$ cat config.mk
export PLATFORM = sky130hd
export DESIGN_NAME = control_transfer_operand_decode
export DESIGN_NICKNAME = d
export VERILOG_FILES = /design/src/rtl/ctd_pkg.sv /design/src/rtl/operand_addr.sv /design/src/rtl/control_transfer_operand_decode.sv
export SDC_FILE = /design/constraint.sdc
export NUM_CORES = 1
export LEC_CHECK = 0
export BUFFER_PORTS_ARGS = -buffer_cell sky130_fd_sc_hd__buf_2
export CORE_UTILIZATION = 35
export DETAILED_ROUTE_END_ITERATION = 7
export PLACE_DENSITY_LB_ADDON = 0.25
export SYNTH_ARGS = -nofsm -noshare
export SYNTH_HDL_FRONTEND = slang
export SYNTH_SLANG_ARGS = --single-unit
$ cat constraint.sdc
create_clock -name core_clk -period 4.3 [get_ports core_clk]
set_input_delay 0.215 -clock core_clk [delete_from_list [all_inputs] [get_ports core_clk]]
set_output_delay 0.215 -clock core_clk [all_outputs]
set_load 0.02 [all_outputs]
$ cat src/rtl/ctd_pkg.sv
// package for the control-transfer and operand decoder
// assumes nothing beyond a synthesizable SystemVerilog flow
package ctd_pkg;
   localparam logic [7:0] OP_RET_NEAR     = 8'hc3;
   localparam logic [7:0] OP_RET_NEAR_IMM = 8'hc2;
   localparam logic [7:0] OP_RET_FAR      = 8'hcb;
   localparam logic [7:0] OP_RET_FAR_IMM  = 8'hca;
   localparam logic [3:0] OP_JCC_HI       = 4'h7;
   localparam logic [7:0] OP_JUMP_CNT_Z   = 8'he3;
   localparam logic [7:0] OP_LOOP         = 8'he2;
   localparam logic [7:0] OP_LOOP_Z       = 8'he1;
   localparam logic [7:0] OP_LOOP_NZ      = 8'he0;
   localparam logic [7:0] OP_ENTER        = 8'hc8;
   localparam logic [7:0] OP_LEAVE        = 8'hc9;
   localparam logic [7:0] OP_INT_TYPE     = 8'hcd;
   localparam logic [7:0] OP_INT_BRK      = 8'hcc;
   localparam logic [7:0] OP_INT_OVF      = 8'hce;
   localparam logic [7:0] OP_INT_RET      = 8'hcf;
   localparam logic [7:0] OP_BOUND        = 8'h62;
   localparam logic [7:0] OP_CLR_CARRY    = 8'hf8;
   localparam logic [7:0] OP_CMP_CARRY    = 8'hf5;
   localparam logic [7:0] OP_SET_CARRY    = 8'hf9;
   localparam logic [7:0] OP_CLR_DIR      = 8'hfc;
   localparam logic [7:0] OP_SET_DIR      = 8'hfd;
   localparam logic [7:0] OP_CLR_IE       = 8'hfa;
   localparam logic [7:0] OP_SET_IE       = 8'hfb;
   localparam logic [7:0] OP_HALT         = 8'hf4;
   localparam logic [7:0] OP_LOCK         = 8'hf0;
   localparam logic [2:0] SEG_PFX_HI      = 3'h1;
   localparam logic [2:0] SEG_PFX_LO      = 3'h6;

   localparam logic [7:0] CLK_RET_NEAR     = 8'd16;
   localparam logic [7:0] CLK_RET_NEAR_IMM = 8'd18;
   localparam logic [7:0] CLK_RET_FAR      = 8'd22;
   localparam logic [7:0] CLK_RET_FAR_IMM  = 8'd25;
   localparam logic [7:0] CLK_JCC_NT       = 8'd4;
   localparam logic [7:0] CLK_JCC_T        = 8'd13;
   localparam logic [7:0] CLK_JCZ_NT       = 8'd5;
   localparam logic [7:0] CLK_JCZ_T        = 8'd15;
   localparam logic [7:0] CLK_LOOP_NT      = 8'd6;
   localparam logic [7:0] CLK_LOOP_T       = 8'd16;
   localparam logic [7:0] CLK_ENTER_L0     = 8'd15;
   localparam logic [7:0] CLK_ENTER_L1     = 8'd25;
   localparam logic [7:0] CLK_ENTER_BASE   = 8'd22;
   localparam logic [7:0] CLK_ENTER_STEP   = 8'd16;
   localparam logic [7:0] CLK_LEAVE        = 8'd8;
   localparam logic [7:0] CLK_INT_TYPE     = 8'd47;
   localparam logic [7:0] CLK_INT_BRK      = 8'd45;
   localparam logic [7:0] CLK_INT_OVF_T    = 8'd48;
   localparam logic [7:0] CLK_INT_OVF_NT   = 8'd4;
   localparam logic [7:0] CLK_INT_RET      = 8'd28;
   localparam logic [7:0] CLK_BOUND_MIN    = 8'd33;
   localparam logic [7:0] CLK_BOUND_MAX    = 8'd35;
   localparam logic [7:0] CLK_SHORT        = 8'd2;
   localparam logic [7:0] CLK_EA           = 8'd4;

   localparam logic [1:0] MODE_NO_DISP  = 2'b00;
   localparam logic [1:0] MODE_DISP8    = 2'b01;
   localparam logic [1:0] MODE_DISP16   = 2'b10;
   localparam logic [1:0] MODE_REG      = 2'b11;
   localparam logic [2:0] RM_DIRECT     = 3'b110;

   typedef enum logic [1:0] {
      SEG_EXTRA = 2'b00,
      SEG_CODE  = 2'b01,
      SEG_STACK = 2'b10,
      SEG_DATA  = 2'b11
   } seg_e;

   typedef enum logic [3:0] {
      CLS_NONE    = 4'h0,
      CLS_RETURN  = 4'h1,
      CLS_JCC     = 4'h2,
      CLS_JCZ     = 4'h3,
      CLS_LOOP    = 4'h4,
      CLS_ENTER   = 4'h5,
      CLS_LEAVE   = 4'h6,
      CLS_INT     = 4'h7,
      CLS_INT_RET = 4'h8,
      CLS_BOUND   = 4'h9,
      CLS_FLAG    = 4'ha,
      CLS_PREFIX  = 4'hb
   } class_e;
endpackage : ctd_pkg

$ cat src/rtl/operand_addr.sv
// effective-address and mode/rm decode for the addressing byte
// assumes register values are presented by the execution unit
`timescale 1ns/100ps
`default_nettype none
module operand_addr (
   input  wire  logic [1:0]  mode,
   input  wire  logic [2:0]  rm,
   input  wire  logic [7:0]  disp_lo,
   input  wire  logic [7:0]  disp_hi,
   input  wire  logic [15:0] base_register,
   input  wire  logic [15:0] frame_pointer,
   input  wire  logic [15:0] source_index,
   input  wire  logic [15:0] destination_index,
   output var   logic [15:0] effective_address,
   output var   logic        is_register,
   output var   logic        uses_frame,
   output var   logic [1:0]  disp_bytes
);
   wire logic [15:0] disp;
   wire logic [15:0] base_sel;
   wire logic [15:0] index_sel;
   wire logic        direct;

   assign is_register = (mode == ctd_pkg::MODE_REG);
   assign direct      = (mode == ctd_pkg::MODE_NO_DISP) && (rm == ctd_pkg::RM_DIRECT);
   assign disp_bytes  = direct ? 2'd2 :
                        (mode == ctd_pkg::MODE_DISP8) ? 2'd1 :
                        (mode == ctd_pkg::MODE_DISP16) ? 2'd2 : 2'd0;
   assign disp = (direct || mode == ctd_pkg::MODE_DISP16) ? {disp_hi, disp_lo} :
                 (mode == ctd_pkg::MODE_DISP8) ? {{8{disp_lo[7]}}, disp_lo} :
                 16'h0000;
   assign base_sel  = (rm == 3'b000 || rm == 3'b001 || rm == 3'b111) ? base_register :
                      (rm == 3'b010 || rm == 3'b011 || rm == 3'b110) ? frame_pointer :
                      16'h0000;
   assign index_sel = (rm == 3'b000 || rm == 3'b010 || rm == 3'b100) ? source_index :
                      (rm == 3'b001 || rm == 3'b011 || rm == 3'b101) ? destination_index :
                      16'h0000;
   assign uses_frame = !is_register && !direct &&
                       (rm == 3'b010 || rm == 3'b011 || rm == 3'b110);
   assign effective_address = direct ? disp : 16'(base_sel + index_sel + disp);
endmodule : operand_addr
`default_nettype wire

$ cat src/rtl/control_transfer_operand_decode.sv
// decoder for control-transfer and processor-control opcodes and the addressing byte
// assumes the fetch queue presents a whole instruction with one-cycle valid
`timescale 1ns/100ps
`default_nettype none
module control_transfer_operand_decode (
   input  wire  logic        core_clk,
   input  wire  logic        rst_b,
   input  wire  logic        instr_valid,
   input  wire  logic [7:0]  opcode,
   input  wire  logic [7:0]  byte1,
   input  wire  logic [7:0]  byte2,
   input  wire  logic [7:0]  byte3,
   input  wire  logic        word_op,
   input  wire  logic        string_dest,
   input  wire  logic        cond_true,
   input  wire  logic        count_zero_after,
   input  wire  logic        zero_flag,
   input  wire  logic        overflow_flag,
   input  wire  logic        bound_fail,
   input  wire  logic [15:0] count_register,
   input  wire  logic [15:0] base_register,
   input  wire  logic [15:0] frame_pointer,
   input  wire  logic [15:0] source_index,
   input  wire  logic [15:0] destination_index,
   output logic              done,
   output logic              busy,
   output logic [3:0]        instr_class,
   output logic [7:0]        exec_clocks,
   output logic              branch_taken,
   output logic              bus_lock,
   output logic              halt_instruction,
   output logic [1:0]        carry_op,
   output logic [1:0]        dir_op,
   output logic [1:0]        ie_op,
   output logic [15:0]       effective_address,
   output logic [1:0]        operand_segment,
   output logic              operand_is_register,
   output logic [3:0]        reg_select,
   output logic [15:0]       displacement,
   output logic [1:0]        disp_len
);
   typedef enum logic [0:0] {
      ST_IDLE = 1'b0,
      ST_EXEC = 1'b1
   } state_e;

   state_e      state;
   state_e      next_state;
   logic  [7:0] remain;
   logic        lock_pend;
   logic        ovr_pend;
   logic  [1:0] ovr_seg;

   wire logic        take;
   wire logic        is_ret;
   wire logic        is_jcc;
   wire logic        is_loop;
   wire logic        is_flag;
   wire logic        is_seg_pfx;
   wire logic        has_modrm;
   wire logic        loop_taken;
   wire logic        taken;
   wire logic [7:0]  level;
   wire logic [7:0]  enter_clocks;
   wire logic [7:0]  clocks;
   wire logic [3:0]  cls;
   wire logic [1:0]  mode;
   wire logic [2:0]  rm;
   wire logic [2:0]  reg_field;
   wire logic [15:0] ea;
   wire logic        ea_is_reg;
   wire logic        ea_frame;
   wire logic [1:0]  ea_disp_bytes;
   wire logic [1:0]  seg_sel;
   wire logic [15:0] disp_value;

   // register index: 0-7 word registers, 8-15 byte halves (low 8-11, high 12-15)
   function automatic logic [3:0] reg_code(input logic [2:0] f, input logic w);
      reg_code = {~w, f};
   endfunction : reg_code

   assign take       = instr_valid && (state == ST_IDLE);
   assign is_ret     = (opcode == ctd_pkg::OP_RET_NEAR) || (opcode == ctd_pkg::OP_RET_NEAR_IMM)
                    || (opcode == ctd_pkg::OP_RET_FAR) || (opcode == ctd_pkg::OP_RET_FAR_IMM);
   assign is_jcc     = (opcode[7:4] == ctd_pkg::OP_JCC_HI);
   assign is_loop    = (opcode == ctd_pkg::OP_LOOP) || (opcode == ctd_pkg::OP_LOOP_Z)
                    || (opcode == ctd_pkg::OP_LOOP_NZ);
   assign is_flag    = (opcode == ctd_pkg::OP_CLR_CARRY) || (opcode == ctd_pkg::OP_CMP_CARRY)
                    || (opcode == ctd_pkg::OP_SET_CARRY) || (opcode == ctd_pkg::OP_CLR_DIR)
                    || (opcode == ctd_pkg::OP_SET_DIR) || (opcode == ctd_pkg::OP_CLR_IE)
                    || (opcode == ctd_pkg::OP_SET_IE) || (opcode == ctd_pkg::OP_HALT);
   assign is_seg_pfx = (opcode[7:5] == ctd_pkg::SEG_PFX_HI)
                    && (opcode[2:0] == ctd_pkg::SEG_PFX_LO);
   assign has_modrm  = (opcode == ctd_pkg::OP_BOUND);

   // loop counts after the decrement the execution unit reports
   assign loop_taken = !count_zero_after &&
                       ((opcode == ctd_pkg::OP_LOOP) ||
                        (opcode == ctd_pkg::OP_LOOP_Z && zero_flag) ||
                        (opcode == ctd_pkg::OP_LOOP_NZ && !zero_flag));
   assign taken = is_jcc ? cond_true :
                  (opcode == ctd_pkg::OP_JUMP_CNT_Z) ? (count_register == 16'h0000) :
                  is_loop ? loop_taken :
                  (opcode == ctd_pkg::OP_INT_OVF) ? overflow_flag : 1'b0;

   // nesting level is the fourth byte of procedure entry, taken mod 32
   assign level = {3'h0, byte3[4:0]};
   assign enter_clocks = (level == 8'd0) ? ctd_pkg::CLK_ENTER_L0 :
                         (level == 8'd1) ? ctd_pkg::CLK_ENTER_L1 :
                         8'(ctd_pkg::CLK_ENTER_BASE
                            + 8'(ctd_pkg::CLK_ENTER_STEP * 8'(level - 8'd1)));

   assign cls = is_ret                                  ? ctd_pkg::CLS_RETURN  :
                is_jcc                                  ? ctd_pkg::CLS_JCC     :
                (opcode == ctd_pkg::OP_JUMP_CNT_Z)      ? ctd_pkg::CLS_JCZ     :
                is_loop                                 ? ctd_pkg::CLS_LOOP    :
                (opcode == ctd_pkg::OP_ENTER)           ? ctd_pkg::CLS_ENTER   :
                (opcode == ctd_pkg::OP_LEAVE)           ? ctd_pkg::CLS_LEAVE   :
                (opcode == ctd_pkg::OP_INT_TYPE || opcode == ctd_pkg::OP_INT_BRK
                 || opcode == ctd_pkg::OP_INT_OVF)      ? ctd_pkg::CLS_INT     :
                (opcode == ctd_pkg::OP_INT_RET)         ? ctd_pkg::CLS_INT_RET :
                has_modrm                               ? ctd_pkg::CLS_BOUND   :
                is_flag                                 ? ctd_pkg::CLS_FLAG    :
                (opcode == ctd_pkg::OP_LOCK || is_seg_pfx) ? ctd_pkg::CLS_PREFIX :
                ctd_pkg::CLS_NONE;

   assign clocks =
      (opcode == ctd_pkg::OP_RET_NEAR)     ? ctd_pkg::CLK_RET_NEAR     :
      (opcode == ctd_pkg::OP_RET_NEAR_IMM) ? ctd_pkg::CLK_RET_NEAR_IMM :
      (opcode == ctd_pkg::OP_RET_FAR)      ? ctd_pkg::CLK_RET_FAR      :
      (opcode == ctd_pkg::OP_RET_FAR_IMM)  ? ctd_pkg::CLK_RET_FAR_IMM  :
      is_jcc ? (taken ? ctd_pkg::CLK_JCC_T : ctd_pkg::CLK_JCC_NT) :
      (opcode == ctd_pkg::OP_JUMP_CNT_Z)
             ? (taken ? ctd_pkg::CLK_JCZ_T : ctd_pkg::CLK_JCZ_NT) :
      is_loop ? (taken ? ctd_pkg::CLK_LOOP_T : ctd_pkg::CLK_LOOP_NT) :
      (opcode == ctd_pkg::OP_ENTER)    ? enter_clocks :
      (opcode == ctd_pkg::OP_LEAVE)    ? ctd_pkg::CLK_LEAVE :
      (opcode == ctd_pkg::OP_INT_TYPE) ? ctd_pkg::CLK_INT_TYPE :
      (opcode == ctd_pkg::OP_INT_BRK)  ? ctd_pkg::CLK_INT_BRK :
      (opcode == ctd_pkg::OP_INT_OVF)
             ? (taken ? ctd_pkg::CLK_INT_OVF_T : ctd_pkg::CLK_INT_OVF_NT) :
      (opcode == ctd_pkg::OP_INT_RET)  ? ctd_pkg::CLK_INT_RET :
      has_modrm ? (bound_fail ? ctd_pkg::CLK_BOUND_MAX : ctd_pkg::CLK_BOUND_MIN) :
      (is_flag || opcode == ctd_pkg::OP_LOCK || is_seg_pfx)
             ? ctd_pkg::CLK_SHORT : 8'd0;

   // addressing byte is the second instruction byte
   assign mode      = byte1[7:6];
   assign reg_field = byte1[5:3];
   assign rm        = byte1[2:0];

   operand_addr u_operand_addr (
      .mode              (mode),
      .rm                (rm),
      .disp_lo           (byte2),
      .disp_hi           (byte3),
      .base_register     (base_register),
      .frame_pointer     (frame_pointer),
      .source_index      (source_index),
      .destination_index (destination_index),
      .effective_address (ea),
      .is_register       (ea_is_reg),
      .uses_frame        (ea_frame),
      .disp_bytes        (ea_disp_bytes)
   );

   assign disp_value = (ea_disp_bytes == 2'd2) ? {byte3, byte2} :
                       (ea_disp_bytes == 2'd1) ? {{8{byte2[7]}}, byte2} : 16'h0000;

   // string destination wins over any override; then override; then frame default
   assign seg_sel = string_dest ? ctd_pkg::SEG_EXTRA :
                    ovr_pend    ? ovr_seg :
                    ea_frame    ? ctd_pkg::SEG_STACK :
                    ctd_pkg::SEG_DATA;

   always_comb begin
      next_state = state;
      unique case (state)
         ST_IDLE: begin
            if (take && clocks > 8'd1) begin
               next_state = ST_EXEC;
            end
         end
         ST_EXEC: begin
            if (remain == 8'd1) begin
               next_state = ST_IDLE;
            end
         end
      endcase
   end

   assign busy = (state == ST_EXEC);
   assign done = (state == ST_EXEC) ? (remain == 8'd1) : (take && clocks == 8'd1);

   always_ff @(posedge core_clk) begin
      if (!rst_b) begin
         state  <= ST_IDLE;
         remain <= 8'd0;
      end else begin
         state  <= next_state;
         if (take) begin
            remain <= clocks;
         end else if (state == ST_EXEC) begin
            remain <= 8'(remain - 8'd1);
         end
      end
   end

   // prefixes hold until the next non-prefix instruction is taken
   always_ff @(posedge core_clk) begin
      if (!rst_b) begin
         lock_pend <= 1'b0;
         ovr_pend  <= 1'b0;
         ovr_seg   <= 2'b00;
         bus_lock  <= 1'b0;
      end else if (take) begin
         if (opcode == ctd_pkg::OP_LOCK) begin
            lock_pend <= 1'b1;
         end else if (is_seg_pfx) begin
            ovr_pend <= 1'b1;
            ovr_seg  <= opcode[4:3];
         end else begin
            bus_lock  <= lock_pend;
            lock_pend <= 1'b0;
            ovr_pend  <= 1'b0;
         end
      end
   end

   always_ff @(posedge core_clk) begin
      if (!rst_b) begin
         instr_class         <= 4'h0;
         exec_clocks         <= 8'd0;
         branch_taken        <= 1'b0;
         halt_instruction    <= 1'b0;
         carry_op            <= 2'b00;
         dir_op              <= 2'b00;
         ie_op               <= 2'b00;
         effective_address   <= 16'h0000;
         operand_segment     <= 2'b00;
         operand_is_register <= 1'b0;
         reg_select          <= 4'h0;
         displacement        <= 16'h0000;
         disp_len            <= 2'b00;
      end else if (take) begin
         instr_class      <= cls;
         exec_clocks      <= clocks;
         branch_taken     <= taken;
         halt_instruction <= (opcode == ctd_pkg::OP_HALT);
         // ops: 00 none, 01 clear, 10 set, 11 complement
         carry_op <= (opcode == ctd_pkg::OP_CLR_CARRY) ? 2'b01 :
                     (opcode == ctd_pkg::OP_SET_CARRY) ? 2'b10 :
                     (opcode == ctd_pkg::OP_CMP_CARRY) ? 2'b11 : 2'b00;
         dir_op   <= (opcode == ctd_pkg::OP_CLR_DIR) ? 2'b01 :
                     (opcode == ctd_pkg::OP_SET_DIR) ? 2'b10 : 2'b00;
         ie_op    <= (opcode == ctd_pkg::OP_CLR_IE) ? 2'b01 :
                     (opcode == ctd_pkg::OP_SET_IE) ? 2'b10 : 2'b00;
         effective_address   <= ea;
         operand_segment     <= seg_sel;
         operand_is_register <= ea_is_reg;
         reg_select <= ea_is_reg ? reg_code(rm, word_op) : reg_code(reg_field, word_op);
         displacement <= disp_value;
         disp_len     <= ea_disp_bytes;
      end
   end

   // address time is folded overflow_interrupt the published totals, never added again
   wire logic unused_ea_time = (ctd_pkg::CLK_EA == 8'd4);
endmodule : control_transfer_operand_decode
`default_nettype wire

==> results.tsv <==
metric	value	unit
Synth area leaders	dfxtp_1 26%, nand2_1 7.2%, fa_1 5.6%, mux2_2 5.5%, a21oi_1 5.4%	
RSZ-0062 raised after global routing	false	
wire per inst	15.8	µm
Finished Cell Area	7100	µm²
warnings from Yosys	0	
outcome	finished, final reports clean	
via/cell ratio	5.28	
Antenna Cells	0	
Post-DP HPWL	13900	µm
Initial DRT Pass Iterations	5	
sequential share of the synthesized area	26.4	%
post-detailed-route count of antenna-violating nets	0	
Yosys cell types	72	
sw frac	34.6	%
largest family of logic cells by synthesized area	simple AND/OR/NAND/NOR gates	
maximum clock rate	282	MHz
largest net degree at the start of global routing	48	
XOR/XNOR share of the synthesized area	2.57	%
Die ar.	16800	µm²
mux share of post-synthesis cell area	6.94	%
Synth Area per Inst	7.66	µm²
Chip Height	130	µm
first-pass GRT wire length	28000	µm
Slew Limit Headroom	31.4	%
EDFF count, synth	0	
core area	15900	µm²
Critical Path AT	3.72	ns
CTS tree	built	
Layout Skew	0.00547	ns
Post-Syn Area	5700	µm²
Placed Instances	1105	
CTS H-tree depth	3	
post-synthesis simple-gate area fraction	25.5	%
Via Count	5918	
internal power	1600	µW
Layout area overhead	24.7	%
GRT Total Usage	21.3	%
DRC	0	
Final nets	1057	
WP data required	4.48	ns
Worst-Skew Late Latency	0.34	ns
postcts setup bufs	0	
Synthesized Nets	901	
I/O pins	186	
CP Class	in2reg	
startpoint types	primary input	
worst hold margin	0.0500	ns
most used standard cell by instance count after synthesis	nand2_1	
cells after synthesis	744	
Tmin final	3.54	ns
Clk network pwr share	34.0	%
post-CTS sizing	0	
DR iter-0 viols	449	
Critical Path, Cell by Cell	buf_2 > nand3b_1 > or3_1 > nand2_1 > buf_4 > nand2_1 > fa_1 > inv_1 > ha_1 > a21oi_1 > o21ai_0 > a2111oi_0 > or3b_2 > a31oi_1 > a21oi_1	
Worst-Margin Slew	1.02	ns
number of buffers and inverters on the critical path	3	
area fraction in compound gates after synthesis	22.4	%
Setup Viol. Count Final	0	
top cells by count, synth	110 x nand2_1, 75 x dfxtp_1, 61 x a21oi_1	
area leader, netlist	dfxtp_1	
Sw Pwr	846	µW
Critical Path Fanout Max	10	
share of cells above drive strength 1	28.2	%
Logic pwr share	34.0	%
antenna violations before repair	0	
Top Family by Delay on Critical Path	simple AND/OR/NAND/NOR gates	
Cell Rows	46	
Sink Count	75	
Worst path max stage delay	0.54	ns
max-cap violations	0	
global placement routability congestion	0.925	
ys flop type	dfxtp_1	
Area after DPL	6780	µm²
remaining global-route overflow	0	
multi-input logic area	3840	µm²
Final Hold Viols	0	
initial core utilization	35.9	%
Clock transition at path regs	0.06	ns
worst ir drop on vdd	0.186	mV
Port Buffers	185	
Root Driver	clkbuf_16	
Die Span X	130	µm
Sequential Power Share	32.0	%
fin crit share	82.4	%
Yosys top cell area share	26.4	%
ys async rst share	0	%
Pwr Density	344	nW/µm²
hold buffers post-CTS	0	
worst hold path type	in2reg	
P_leak	0.00322	µW
Post-Synth Adder-Cell Area	9.80	%
vias in the first global route	5374	
Pins Over Slew Limit	0	
CP Capture Type	flop	
Final Non-Filler Cells	1121	
slowest cell on the critical path	fa_1	
TritonCTS Buffers	9	
WL final	17700	µm
#FFs+latches synth	75	
number of fillers in the final layout	1676	
setup TNS	0	ns
Clock Tree Buf Depth	2	
register area	1500	µm²
[per-stage QoR]
step / util (%) / total power [µW] / worst slack, ns
floorplan: - / 1380 / 0.480
global placement: 42.7 / 1620 / 0.540
CTS: 44.7 / 2470 / 0.785
global route: 44.7 / 2590 / 0.422
finish: 44.7 / 2450 / 0.757
detailed placement: 42.7 / 1630 / 0.439
[power groups by stage]
stage | sequential, µW | combinational [µW] | clock [µW]
finish | 783 | 831 | 832
CTS | 783 | 832 | 852
global route | 788 | 932 | 872
detailed placement | 798 | 828 | 0
global placement | 799 | 820 | 0
floorplan | 842 | 534 | 0
[cells in the final DEF, fill, tap and decap left out, types with 16 or more instances in the layout]
cell type,count
buf_2,185
nand2_1,110
dfxtp_1,75
a21oi_1,61
nor2_1,56
inv_1,44
o21ai_0,33
mux2_2,28
nand3_1,26
ha_1,19
nor3_1,17
fa_1,16
[per-layer routing]
metal  vias up  wire [µm]  global-route usage (%)  share of wire, %
met5         -          0                       0                 0
met4         0        200                    4.79               1.1
met3        15        895                    3.22               5.0
met2       200       8620                    36.9                49
met1      2736       8020                    27.8                45
li1       2967          -                       -                 -
[flip-flops by register name, indices dropped and copies added (netlist names), 4 cells and up]
register           flops
displacement          16
effective_address     16
exec_clocks            8
remain                 8
instr_class            4
reg_select             4
[final cells by class]
| type | instances | share of cell area [%] |
|---|---|---|
| multi-input cells | 575 | 54.1 |
| flip-flops and latches | 75 | 21.1 |
| repair buffers | 194 | 14.0 |
| well taps | 216 | 3.80 |
| clock buffers | 9 | 3.17 |
| inverters | 45 | 2.38 |
| clock inverters | 7 | 1.41 |
[kinds of logic (layout without fill, tap and decap cells)]
family | Yosys count | count (layout)
compound gates | 194 | 194
xor+xnor | 15 | 15
fa+ha+maj | 35 | 35
buf+inv | 94 | 255
flops | 75 | 75
mux | 36 | 36
simple gates | 295 | 295
[worst paths after layout]
path	startpoint	to	slack [ns]	cells after the start
max	byte1[1]	effective_address[8]	0.76	15
min	word_op	reg_select[3]	0.05	2
max reg2reg	busy	displacement[15]	1.99	5
min reg2reg	displacement[8]	displacement[8]	0.45	2
Note: power is estimated with default switching activity, not from simulation.
